File: config.mk
export PLATFORM = sky130hd
export DESIGN_NAME = dcm_channel
export DESIGN_NICKNAME = d
export VERILOG_FILES = /design/src/verilog/dcm_pkg.sv /design/src/verilog/dcm_div_if.sv /design/src/verilog/dcm_fdiv.sv /design/src/verilog/dcm_channel.sv
export SDC_FILE = /design/constraint.sdc
export NUM_CORES = 2
export LEC_CHECK = 0
export ABC_AREA = 0
export BUFFER_PORTS_ARGS = -buffer_cell sky130_fd_sc_hd__buf_4
export CORE_MARGIN = 8
export CORE_UTILIZATION = 55
export CTS_CLUSTER_DIAMETER = 100
export DETAILED_ROUTE_END_ITERATION = 12
export GPL_TIMING_DRIVEN = 0
export PLACE_DENSITY = 0.83
export SYNTH_ARGS = -nofsm -noshare
export SYNTH_HDL_FRONTEND = slang
export SYNTH_SLANG_ARGS = --single-unit
File: constraint.sdc
create_clock -name clock_i -period 19.1 [get_ports clock_i]
set_input_delay 3.82 -clock clock_i [delete_from_list [all_inputs] [get_ports clock_i]]
set_output_delay 3.82 -clock clock_i [all_outputs]
set_load 0.005 [all_outputs]
File: src/verilog/dcm_pkg.sv
// Purpose: constants and types for the duty cycle / timeout measurement channel
// Assumes: 100 MHz measurement clock, results are IEEE single precision words
// Notes: crank angle is counted in whole degrees over one 720 degree cycle
//
// Contract
// - timeout when no new value since last check
// - cycle timeout value is time since edge
// - frequency timeout value is inverse elapsed time
// - predefined procedures issue configured default value
// - pulse/pulse duty is L/H or H/L
// - pulse/period duty is L or H over L+H
// - every ratio selectable on rising or falling edge
// - duty follows same async and windowed behaviour
// - async every edge, windowed only inside window
// - full 720 degree window equals asynchronous mode
// - pulse/pulse timeout gives zero on listed level
// - pulse/pulse timeout gives max float otherwise
// - pulse/period timeout gives zero on listed level
// - pulse/period timeout gives one otherwise
package dcm_pkg;

  localparam int CLK_PERIOD_NS = 10;
  localparam int US_NS = 1000;
  localparam int NS_PER_S = 1000000000;
  localparam int TICKS_PER_US = US_NS / CLK_PERIOD_NS;
  localparam int CLK_HZ = NS_PER_S / CLK_PERIOD_NS;

  localparam int ANGLE_RANGE = 720;
  localparam int FLOAT_BIAS = 127;
  localparam int MANT_BITS = 24;

  localparam logic [31:0] FLOAT_ZERO = 32'h0000_0000;
  localparam logic [31:0] FLOAT_ONE = 32'h3f80_0000;
  localparam logic [31:0] MAX_SINGLE_FLOAT = 32'h7f7f_ffff;

  localparam logic EDGE_RISING = 1'b0;

  typedef enum logic [2:0] {
    KIND_CYCLE = 3'b000,
    KIND_FREQ = 3'b001,
    KIND_DUTY_LH = 3'b010,
    KIND_DUTY_HL = 3'b011,
    KIND_DUTY_L_LH = 3'b100,
    KIND_DUTY_H_LH = 3'b101
  } dcm_kind_e;

  typedef enum logic [1:0] {
    TMO_INTERVAL = 2'b00,
    TMO_ANGLE = 2'b01,
    TMO_BOTH = 2'b10
  } dcm_tmo_src_e;

  typedef enum logic {
    DIV_IDLE = 1'b0,
    DIV_RUN = 1'b1
  } dcm_div_state_e;

endpackage

File: src/verilog/dcm_div_if.sv
// Purpose: request and answer wires between channel and float divider
// Assumes: one request in flight at a time
// Notes: busy is high while a quotient is being built
`timescale 1ns/100ps
interface dcm_div_if #(parameter int OW = 33);
  logic start;
  logic [OW-1:0] num;
  logic [OW-1:0] den;
  logic busy;
  logic done;
  logic [31:0] quot;

  modport master(output start, output num, output den, input busy, input done, input quot);
  modport slave(input start, input num, input den, output busy, output done, output quot);
endinterface

File: src/verilog/dcm_fdiv.sv
// Purpose: unsigned integer quotient num/den as an IEEE single precision word
// Assumes: start only while not busy
// Notes: mantissa is truncated, not rounded; zero and divide-by-zero answer in one cycle
`timescale 1ns/100ps
module dcm_fdiv
  import dcm_pkg::*;
#(
  parameter int OW = 33
) (
  input wire logic clock_i,
  input wire logic rst_i,
  dcm_div_if.slave div
);

  typedef struct packed {
    dcm_div_state_e state;
    logic [4:0] cnt;
    logic [OW:0] rem;
    logic [OW-1:0] dd;
    logic [MANT_BITS-1:0] q;
    logic [7:0] expo;
    logic [31:0] quot;
    logic done;
  } dcm_div_s;

  dcm_div_s st_q;
  dcm_div_s st_d;

  function automatic logic [5:0] lzc(input logic [OW-1:0] v);
    logic [5:0] n;
    logic found;
    n = 6'(OW);
    found = 1'b0;
    for (int i = OW - 1; i >= 0; i--) begin
      if (!found && v[i]) begin
        n = 6'(OW - 1 - i);
        found = 1'b1;
      end
    end
    return n;
  endfunction

  logic [5:0] lzn;
  logic [5:0] lzd;
  logic [OW-1:0] nn;
  logic [OW-1:0] dn;
  logic [9:0] expo;
  logic bit_v;
  logic [OW:0] rem_sub;
  logic [MANT_BITS-1:0] q_new;

  assign div.busy = (st_q.state == DIV_RUN);
  assign div.done = st_q.done;
  assign div.quot = st_q.quot;

  always_comb begin
    st_d = st_q;
    st_d.done = 1'b0;
    lzn = lzc(div.num);
    lzd = lzc(div.den);
    nn = div.num << lzn;
    dn = div.den << lzd;
    // both operands normalised to a leading one, so the quotient sits in [0.5, 2)
    expo = 10'(FLOAT_BIAS) + 10'(lzd) - 10'(lzn);
    bit_v = (st_q.rem >= {1'b0, st_q.dd});
    rem_sub = bit_v ? (st_q.rem - {1'b0, st_q.dd}) : st_q.rem;
    q_new = {st_q.q[MANT_BITS-2:0], bit_v};
    unique case (st_q.state)
      DIV_IDLE: begin
        if (div.start) begin
          if (div.num == '0) begin
            st_d.quot = FLOAT_ZERO;
            st_d.done = 1'b1;
          end else if (div.den == '0) begin
            st_d.quot = MAX_SINGLE_FLOAT;
            st_d.done = 1'b1;
          end else begin
            st_d.state = DIV_RUN;
            st_d.cnt = 5'h00;
            st_d.dd = dn;
            st_d.q = '0;
            if (nn < dn) begin
              st_d.rem = {nn, 1'b0};
              st_d.expo = expo[7:0] - 8'h01;
            end else begin
              st_d.rem = {1'b0, nn};
              st_d.expo = expo[7:0];
            end
          end
        end
      end
      DIV_RUN: begin
        st_d.rem = {rem_sub[OW-1:0], 1'b0};
        st_d.q = q_new;
        st_d.cnt = st_q.cnt + 5'h01;
        if (st_q.cnt == 5'(MANT_BITS - 1)) begin
          st_d.state = DIV_IDLE;
          st_d.done = 1'b1;
          st_d.quot = {1'b0, st_q.expo, q_new[MANT_BITS-2:0]};
        end
      end
    endcase
  end

  always_ff @(posedge clock_i or posedge rst_i) begin
    if (rst_i) begin
      st_q <= '0;
    end else begin
      st_q <= st_d;
    end
  end
endmodule // dcm_fdiv

File: src/verilog/dcm_channel.sv
// Purpose: one input capture channel: cycle time, frequency, duty cycle, timeout values
// Assumes: sig_i and angle_i synchronous to clock_i; configuration held steady while running
// Notes: results are single precision words; one division in flight, newest request wins
`timescale 1ns/100ps
module dcm_channel
  import dcm_pkg::*;
#(
  parameter int CW = 32,
  parameter int AW = 10
) (
  input wire logic clock_i,
  input wire logic rst_i,
  input wire logic sig_i,
  input wire logic edge_falling_i,
  input wire logic [2:0] kind_i,
  input wire logic angle_synchronous_mode_i,
  input wire logic [AW-1:0] angle_i,
  input wire logic [AW-1:0] win_lo_i,
  input wire logic [AW-1:0] win_hi_i,
  input wire logic [1:0] tmo_src_i,
  input wire logic tmo_predef_i,
  input wire logic [CW-1:0] tmo_interval_i,
  input wire logic [AW-1:0] tmo_angle_i,
  input wire logic [31:0] default_value_i,
  output logic [31:0] result_o,
  output logic valid_o,
  output logic timeout_o
);

  localparam int OW = CW + 1;

  typedef struct packed {
    logic sig;
    logic [CW-1:0] low;
    logic [CW-1:0] high;
    logic [CW-1:0] phase;
    logic [CW-1:0] elapsed;
    logic [CW-1:0] ivl;
    logic have_low;
    logic have_high;
    logic have_edge;
    logic fresh;
    logic [AW-1:0] angle_prev;
    logic pend;
    logic pend_byp;
    logic pend_tmo;
    logic [OW-1:0] pend_num;
    logic [OW-1:0] pend_den;
    logic [31:0] pend_val;
    logic run;
    logic run_tmo;
    logic [31:0] result;
    logic valid;
    logic timeout;
  } dcm_chan_s;

  dcm_chan_s st_q;
  dcm_chan_s st_d;

  dcm_div_if #(.OW(OW)) div_if ();

  dcm_fdiv #(.OW(OW)) u_div (
    .clock_i(clock_i),
    .rst_i(rst_i),
    .div(div_if.slave)
  );

  // counters stick at full scale so a dead input never wraps into a short period
  function automatic logic [CW-1:0] sat_inc(input logic [CW-1:0] v);
    return (&v) ? v : v + 1'b1;
  endfunction

  logic rise;
  logic fall;
  logic act_edge;
  logic [CW-1:0] ph1;
  logic [CW-1:0] el1;
  logic [CW-1:0] new_low;
  logic [CW-1:0] new_high;
  logic have_low_n;
  logic have_high_n;
  logic in_win;
  logic gate;
  logic ready;
  logic meas_evt;
  logic [OW-1:0] m_num;
  logic [OW-1:0] m_den;
  logic [OW-1:0] lw;
  logic [OW-1:0] hw;
  logic [CW:0] ivl1;
  logic ivl_on;
  logic ang_on;
  logic ivl_hit;
  logic ang_hit;
  logic check;
  logic tmo_fire;
  logic t_byp;
  logic [31:0] t_val;
  logic [OW-1:0] t_num;
  logic [OW-1:0] t_den;
  logic issue;

  assign issue = st_q.pend & ~st_q.run & ~div_if.busy;
  assign div_if.start = issue & ~st_q.pend_byp;
  assign div_if.num = st_q.pend_num;
  assign div_if.den = st_q.pend_den;

  assign result_o = st_q.result;
  assign valid_o = st_q.valid;
  assign timeout_o = st_q.timeout;

  always_comb begin
    st_d = st_q;
    st_d.valid = 1'b0;
    rise = sig_i & ~st_q.sig;
    fall = ~sig_i & st_q.sig;
    act_edge = (edge_falling_i == EDGE_RISING) ? rise : fall;
    ph1 = sat_inc(st_q.phase);
    el1 = sat_inc(st_q.elapsed);
    // a phase that ends right now is the newest completed one
    new_low = rise ? ph1 : st_q.low;
    new_high = fall ? ph1 : st_q.high;
    have_low_n = st_q.have_low | rise;
    have_high_n = st_q.have_high | fall;
    lw = {1'b0, new_low};
    hw = {1'b0, new_high};

    // a window with lo above hi wraps through zero degrees
    if (win_lo_i <= win_hi_i) begin
      in_win = (angle_i >= win_lo_i) && (angle_i <= win_hi_i);
    end else begin
      in_win = (angle_i >= win_lo_i) || (angle_i <= win_hi_i);
    end
    gate = ~angle_synchronous_mode_i | in_win;

    m_num = '0;
    m_den = '0;
    ready = 1'b0;
    unique case (kind_i)
      KIND_CYCLE: begin
        ready = st_q.have_edge;
        m_num = {1'b0, el1};
        m_den = OW'(TICKS_PER_US);
      end
      KIND_FREQ: begin
        ready = st_q.have_edge;
        m_num = OW'(CLK_HZ);
        m_den = {1'b0, el1};
      end
      KIND_DUTY_LH: begin
        ready = have_low_n & have_high_n;
        m_num = lw;
        m_den = hw;
      end
      KIND_DUTY_HL: begin
        ready = have_low_n & have_high_n;
        m_num = hw;
        m_den = lw;
      end
      KIND_DUTY_L_LH: begin
        ready = have_low_n & have_high_n;
        m_num = lw;
        m_den = lw + hw;
      end
      KIND_DUTY_H_LH: begin
        ready = have_low_n & have_high_n;
        m_num = hw;
        m_den = lw + hw;
      end
      default: begin
        ready = 1'b0;
      end
    endcase
    meas_evt = act_edge & gate & ready;

    ivl_on = (tmo_src_i != TMO_ANGLE);
    ang_on = (tmo_src_i != TMO_INTERVAL);
    ivl1 = {1'b0, st_q.ivl} + 1'b1;
    // an interval of zero behaves as one cycle
    ivl_hit = ivl_on && (ivl1 >= {1'b0, tmo_interval_i});
    ang_hit = ang_on && (angle_i == tmo_angle_i) && (st_q.angle_prev != tmo_angle_i);
    check = ivl_hit | ang_hit;
    // a value arriving in the very check cycle counts as fresh
    tmo_fire = check & ~st_q.fresh & ~meas_evt;

    t_byp = 1'b1;
    t_val = default_value_i;
    t_num = '0;
    t_den = '0;
    if (!tmo_predef_i) begin
      unique case (kind_i)
        KIND_CYCLE: begin
          t_byp = 1'b0;
          t_num = {1'b0, el1};
          t_den = OW'(TICKS_PER_US);
        end
        KIND_FREQ: begin
          t_byp = 1'b0;
          t_num = OW'(CLK_HZ);
          t_den = {1'b0, el1};
        end
        KIND_DUTY_LH: t_val = sig_i ? FLOAT_ZERO : MAX_SINGLE_FLOAT;
        KIND_DUTY_HL: t_val = sig_i ? MAX_SINGLE_FLOAT : FLOAT_ZERO;
        KIND_DUTY_L_LH: t_val = sig_i ? FLOAT_ZERO : FLOAT_ONE;
        KIND_DUTY_H_LH: t_val = sig_i ? FLOAT_ONE : FLOAT_ZERO;
        default: t_val = FLOAT_ZERO;
      endcase
    end

    st_d.sig = sig_i;
    st_d.angle_prev = angle_i;
    st_d.low = new_low;
    st_d.high = new_high;
    st_d.have_low = have_low_n;
    st_d.have_high = have_high_n;
    st_d.phase = (rise | fall) ? '0 : ph1;
    st_d.elapsed = act_edge ? '0 : el1;
    st_d.have_edge = st_q.have_edge | act_edge;
    st_d.ivl = (!ivl_on || ivl_hit) ? '0 : ivl1[CW-1:0];
    st_d.fresh = meas_evt | (st_q.fresh & ~check);

    // hand the pending request on before a new one can overwrite it
    if (issue) begin
      st_d.pend = 1'b0;
      if (st_q.pend_byp) begin
        st_d.result = st_q.pend_val;
        st_d.valid = 1'b1;
        st_d.timeout = st_q.pend_tmo;
      end else begin
        st_d.run = 1'b1;
        st_d.run_tmo = st_q.pend_tmo;
      end
    end
    if (st_q.run && div_if.done) begin
      st_d.run = 1'b0;
      st_d.result = div_if.quot;
      st_d.valid = 1'b1;
      st_d.timeout = st_q.run_tmo;
    end

    if (meas_evt) begin
      st_d.pend = 1'b1;
      st_d.pend_byp = 1'b0;
      st_d.pend_tmo = 1'b0;
      st_d.pend_num = m_num;
      st_d.pend_den = m_den;
    end else if (tmo_fire) begin
      st_d.pend = 1'b1;
      st_d.pend_byp = t_byp;
      st_d.pend_tmo = 1'b1;
      st_d.pend_val = t_val;
      st_d.pend_num = t_num;
      st_d.pend_den = t_den;
    end
  end

  always_ff @(posedge clock_i or posedge rst_i) begin
    if (rst_i) begin
      st_q <= '0;
    end else begin
      st_q <= st_d;
    end
  end
endmodule // dcm_channel

## Yosys cells after proc, flatten, opt, wreduce, memory -nomap -nowiden

Index checks and enable logic that the tools add are counted.

- Logic and storage cells: 424
- Input port bits: 115
- Output and inout bits: 34
- Flip-flop bits (word level): 448

- Shifts and indexed selects: 2
- Reduce and logical (&&, ||, !) cells: 158
- Bitwise logic cells: 29
- Equality and inequality tests: 15
- Muxes and demuxes: 175
- Add/subtract/negate cells: 9
- Order comparisons: 6

Operator list:

| cell | count |
|---|---|
| two-way mux 6 bit | 66 |
| two-way mux 32 bit | 10 |
| two-way mux 105 bit | 2 |
| case mux 33 bit (5 select lines) | 1 |
| case mux 32 bit (5 select lines) | 1 |
| two-way mux 138 bit | 1 |
| two-way mux 33 bit | 4 |
| case mux 32 bit (2 select lines) | 2 |
| case mux 32 bit (4 select lines) | 1 |
| two-way mux 34 bit | 3 |
| two-way mux 101 bit | 1 |
| case mux 40 bit (2 select lines) | 1 |
| two-way mux 1 bit | 71 |
| logical AND 1 bit | 69 |
| two-way mux 69 bit | 1 |
| zero test 33 bit | 2 |
| case mux 33 bit (2 select lines) | 1 |
| << shifter 33 x 6 -> 33 bit | 2 |
| zero test 1 bit | 65 |
| adder 32 x 1 -> 32 bit (second input constant) | 2 |
| AND reduction 32 bit | 2 |
| two-way mux 31 bit | 2 |
| two-way mux 30 bit | 2 |
| case mux 22 bit (2 select lines) | 1 |
| 37 further kinds | 81 |

## Logic depth before layout (Yosys ltp)

- Depth after elaboration: 105
- Depth in mapped cells: 28
- Gate-level depth less buffers: 23

## Cells and area by module

A second synthesis with hierarchy kept.

- Cell total of the unflattened synthesis: 3603
- Area, all modules: 31426.4 µm²

Modules (own cells, without submodules):

| module | area an instance (µm²) | seq. area each (µm²) | cells an instance | times used |
|---|---|---|---|---|
| dcm_channel | 18261.3 | 7782.5 | 1985 | 1 |
| dcm_fdiv | 13165.1 | 3378.2 | 1618 | 1 |

## Worst setup path before layout

Ideal clock, no wire load.

- Path kind: input to register
- Start point: input port sig_i
- End point: register st_q, in the netlist div_if.den[32]
- Stages on the path: 18
- Data arrival time: 8.098 ns
- Data required time: 18.973 ns
- Setup slack: 10.875 ns
- Buffers on the path: 2
- Setup time: 0.127 ns
- Cell sequence: inv_1 ha_1 clkbuf_1 clkbuf_1 mux2_2 ha_1 fa_1 a21o_1 a21oi_1 o21ai_0 a2111oi_0 o41a_1 a21oi_1 o221a_2 a41o_1 or3_1 a311oi_1 o21ai_1

RTL lines:

| what | RTL line | source |
|---|---|---|
| start, declared | dcm_channel.sv:13 | `input wire logic sig_i,` |
| NOT 1 bit | dcm_channel.sv:116 | `fall = ~sig_i & st_q.sig;` |
| bitwise AND 1 bit | dcm_channel.sv:116 |  |
| two-way mux 32 bit | dcm_channel.sv:122 | `new_high = fall ? ph1 : st_q.high;` |
| net new_high[0] | dcm_channel.sv:79 | `logic [CW-1:0] new_high;` |
| adder 32 x 32 -> 33 bit | dcm_channel.sv:163, dcm_channel.sv:168 |  |
| case mux 33 bit (5 select lines) | dcm_channel.sv:139 | `unique case (kind_i)` |
| two-way mux 69 bit | dcm_channel.sv:241 | `if (meas_evt) begin` |
| end signal, assigned | dcm_channel.sv:261 | `st_q <= st_d;` |
| end, declared | dcm_channel.sv:57 | `dcm_chan_s st_q;` |

The timed path passes the listed nets, and every way through them passes these cells.
A chain may end at the register's enable or synchronous reset.

## Final worst setup path

- Start point: input port sig_i
- End point: register st_q, in the netlist div_if.den[32]

RTL lines:

| what | RTL line | source |
|---|---|---|
| bitwise AND 1 bit | dcm_channel.sv:115 | `rise = sig_i & ~st_q.sig;` |
| two-way mux 32 bit | dcm_channel.sv:121 | `new_low = rise ? ph1 : st_q.low;` |
| net new_low[1] | dcm_channel.sv:78 | `logic [CW-1:0] new_low;` |
| adder 32 x 32 -> 33 bit | dcm_channel.sv:163, dcm_channel.sv:168 |  |
| case mux 33 bit (5 select lines) | dcm_channel.sv:139 |  |
| two-way mux 69 bit | dcm_channel.sv:241 |  |

The timed path passes the listed nets, and every way through them passes these cells.

==> run metrics <==
crit end category=flip-flop; Final nets=about 4300; CP max stage cell=a2111oi_0; CP peak stage delay=0.64 ns; hold slack=0.446 ns; layout overhead on the synthesized area=12.4%; final setup violation count=0; part of the Yosys area used for sequential elements=between 30% and 40%; Critical Path RT=19.58 ns; fin crit period=9.00 ns; Tot Pwr=6.47 mW; Comb pwr share=62.5%; DRT iter0 DRCs=3932; Yosys warnings=0; ys flop type=dfrtp_1; first-pass GRT wire length=172000 um; Compound-Gate Fraction of Synth Area=23.4%; Port Buffers=about 150; crit path kind=in2reg; clock-pin slew on the worst setup and hold paths=0.06 ns; final slew viol count=0; final clock skew=0.0424 ns; Worst Path Max Fanout=10; layout cells sized above 1=9.42%; RSZ-0062 raised after global routing=no; Met1 Wirelength=about 43000 um; TritonCTS Buffers=between 40 and 50; total number of vias=31318; post_cts resized=0; initial core utilization=between 50% and 60%; CP dominant cell by count=a21oi_1; Syn Area/Cell=approximately 8.4 um2; top layer in use=met4; pin slew with the least headroom to its limit=1.16 ns; total gr overflow=0; met2 wire len=roughly 50000 um; metal3 WL=10800 um; Area after DPL=0.0337 mm2; biggest area consumer among synthesized cells=dfrtp_1; final worst path period share=47.1%; Lkg Pwr=16.3 nW; FF+latch count, synth=446; Multi-input gate area=0.0186 mm2; Chip Width=256 um; Power Density=between 150 and 200 mW/mm2; Reg power frac=between 20% and 30%; post-synthesis simple-gate area fraction=a little under a fifth; endpoints failing hold=0; cell internal pwr=~3.3 mW; top cells by area, synth=dfrtp_1 (35%), ha_1 (6.8%), nand2_1 (5.1%); post-synthesis mux area share=~4.6%; Bufs and invs on worst path=4; vias in the first global route=30441; wire length per cell=23.0 um; R2R depth=24; Worst slew margin=21.8%; fin area=0.0355 mm2; status=complete, no violations; Synth Net Count=4059; largest family of logic cells by synthesized area=compound AO/OA/AOI/OAI gates; largest net degree at the start of global routing=127; Psw=3.19 mW; clk sink count=446; hold depth=2; number of flops mapped to enable cells by yosys=0; fillers=4917; final wirelength=110000 um; hold_buf cts=0; crit path setup slack, layout=10.10 ns; hpwl dp=84400 um; RD Place Congestion=1.05; Clock Latency Late Sink=0.63 ns; Yosys top cell area share=35.3%; CTS tree=yes; clock power share=15.8%; GRT Total Usage=between 30% and 40%; antenna violations before repair=3; Net Sw Frac=49.3%; Reg area=approximately 0.011 mm2; post-CTS setup buffers=0; VDD IR max=about 0.11 mV; Critical Path AT=9.48 ns; cell class contributing the biggest share of worst-path delay=compound AO/OA/AOI/OAI gates; die footprint=0.0654 mm2; Fmax=0.111 GHz; asr flop ratio synth=100%; final routed DRC violation total=0; I/O pin total=149; cells after synthesis=3769; Post-Syn Area=0.0316 mm2; worst hold path class=reg2reg; adder-cell area share of the yosys netlist=7.00%; core footprint=0.0573 mm2; row count=88; via/cell ratio=6.55; H-tree depth=2; Pre-antenna DRT Iters=6; type of element launching the critical path=input pin; die height=256 um; Clock Tree Root=clkbuf_16; Longest Clk Path Bufs=3; Max Cap Viol=0; antenna viol nets, final=0; cell breakdown of the critical path=buf_4 > ha_1 > clkbuf_1 > buf_1 > clkbuf_1 > a21oi_1 > fa_1 > a21o_1 > a21oi_1 > o21ai_0 > a2111oi_0 > o41a_1 > a21oi_1 > o221a_2 > a41o_1 > or3_1 > a311oi_1 > o21ai_1; unique cell type count in the Yosys netlist=a little under 100; CP Depth=18; post-synthesis xor/xnor area fraction=4.85%; worst slack at placement=9.66 ns
per-layer routing:
metal | global-route usage [%] | up-vias
met5 | 0 | -
met4 | 17.9 | 0
met3 | 7.01 | 443
met2 | 51.1 | 1864
met1 | 41.0 | 14937
li1 | - | 14074
worst min-delay path: cells and delay by family, from the launching register on:
family / cells / cell delay (ns)
buf+inv: 1 / 0.05
flops: 1 / 0.32
simple gates: 1 / 0.05
per-stage QoR:
stage | instances | TNS [ns] | util (%)
2_1_floorplan | 3769 | 0 | -
3_3_place_gp | 4681 | -761.20 | 58.8
3_5_place_dp | 4684 | 0 | 58.9
4_1_cts | 4776 | 0 | 62.0
5_1_grt | 4779 | 0 | 62.0
6_report | 4779 | 0 | 62.0
cell type report:
| cell class | instances | area share, % |
|---|---|---|
| Buffer | 256 | 3.20 |
| Multi-Input combinational cell | 2886 | 52.4 |
| Antenna cell | 3 | 0.0211 |
| Clock buffer | 64 | 3.89 |
| Timing Repair Buffer | 150 | 3.34 |
| Inverter | 181 | 1.93 |
| Sequential cell | 446 | 31.4 |
| Tap cell | 765 | 2.70 |
| Clock inverter | 28 | 1.05 |
cell usage after synthesis, types with 25 or more instances:
| cell | number |
|---|---|
| and2_1 | 29 |
| o211ai_1 | 36 |
| xor2_1 | 74 |
| mux2i_1 | 105 |
| o31ai_1 | 35 |
| dfrtp_1 | 446 |
| nor2b_1 | 54 |
| a221o_1 | 43 |
| ha_1 | 172 |
| nor3_1 | 82 |
| nand4_1 | 73 |
| o21ai_0 | 279 |
| and3_1 | 82 |
| o22ai_1 | 36 |
| nand3_1 | 81 |
| a211oi_1 | 39 |
| nor4_1 | 33 |
| buf_4 | 35 |
| nand2b_1 | 31 |
| nor2_1 | 291 |
| clkbuf_1 | 190 |
| a21oi_1 | 275 |
| a22oi_1 | 71 |
| nand2_1 | 426 |
| mux2_2 | 31 |
| inv_1 | 174 |
| o21ai_1 | 28 |
| xnor2_1 | 101 |
| a21o_1 | 53 |
| o21a_1 | 25 |
cell families after synthesis:
logic type                 count (synthesis)
muxes                                    140
AOI/OAI and AO/OA                       1132
buffers and inverters                    437
xor gates and xnor gates                 175
and+or+nand+nor                         1264
DFF                                      446
adders and majority gates                175
state kept, by name (all words and copies together) (netlist names):
name / cells
u_div.div.done: 1
div_if.num: 32
u_div.q_new: 22
u_div.div.busy: 1
result_o: 32
div_if.den: 33
u_div.st_q: 80
st_q: 212
valid_o: 1
u_div.div.quot: 31
timeout_o: 1
placed cells by master, fill, tap and decap left out, types with 39 or more instances in the layout:
master	count
dfrtp_1	446
nand2_1	426
nor2_1	291
o21ai_0	279
a21oi_1	275
clkbuf_1	195
buf_4	182
inv_1	173
ha_1	172
mux2i_1	105
xnor2_1	101
and3_1	82
nor3_1	82
nand3_1	81
xor2_1	74
nand4_1	73
a22oi_1	71
nor2b_1	54
a21o_1	53
clkbuf_16	49
a221o_1	43
a211oi_1	39
power by group through the flow:
stage | Sequential [mW] | Combinational, mW | Clock [mW]
after global routing | 1.41 | 4.38 | 1.07
after floorplan | 1.31 | 2.80 | 0
after detailed placement | 1.40 | 3.88 | 0
after CTS | 1.38 | 3.91 | 1.03
after global placement | 1.39 | 3.83 | 0
final | 1.40 | 4.04 | 1.02
worst paths after layout:
check	startpoint	to	slack, ns
worst max register to register	div_if.num[27]$_DFFE_PP0P_	u_div.st_q[123]$_DFFE_PP0P_	11.70
max in group asynchronous	rst_i	div_if.den[27]$_DFFE_PP0P_	14.36
worst min-delay path	u_div.st_q[97]$_DFFE_PP0P_	u_div.st_q[97]$_DFFE_PP0P_	0.45
min in group asynchronous	rst_i	st_q[164]$_DFF_PP0_	3.27
worst max-delay path	sig_i	div_if.den[32]$_DFFE_PP0P_	10.10
worst min register to register	u_div.st_q[97]$_DFFE_PP0P_	u_div.st_q[97]$_DFFE_PP0P_	0.45
Power figures use the tool's default switching activity.
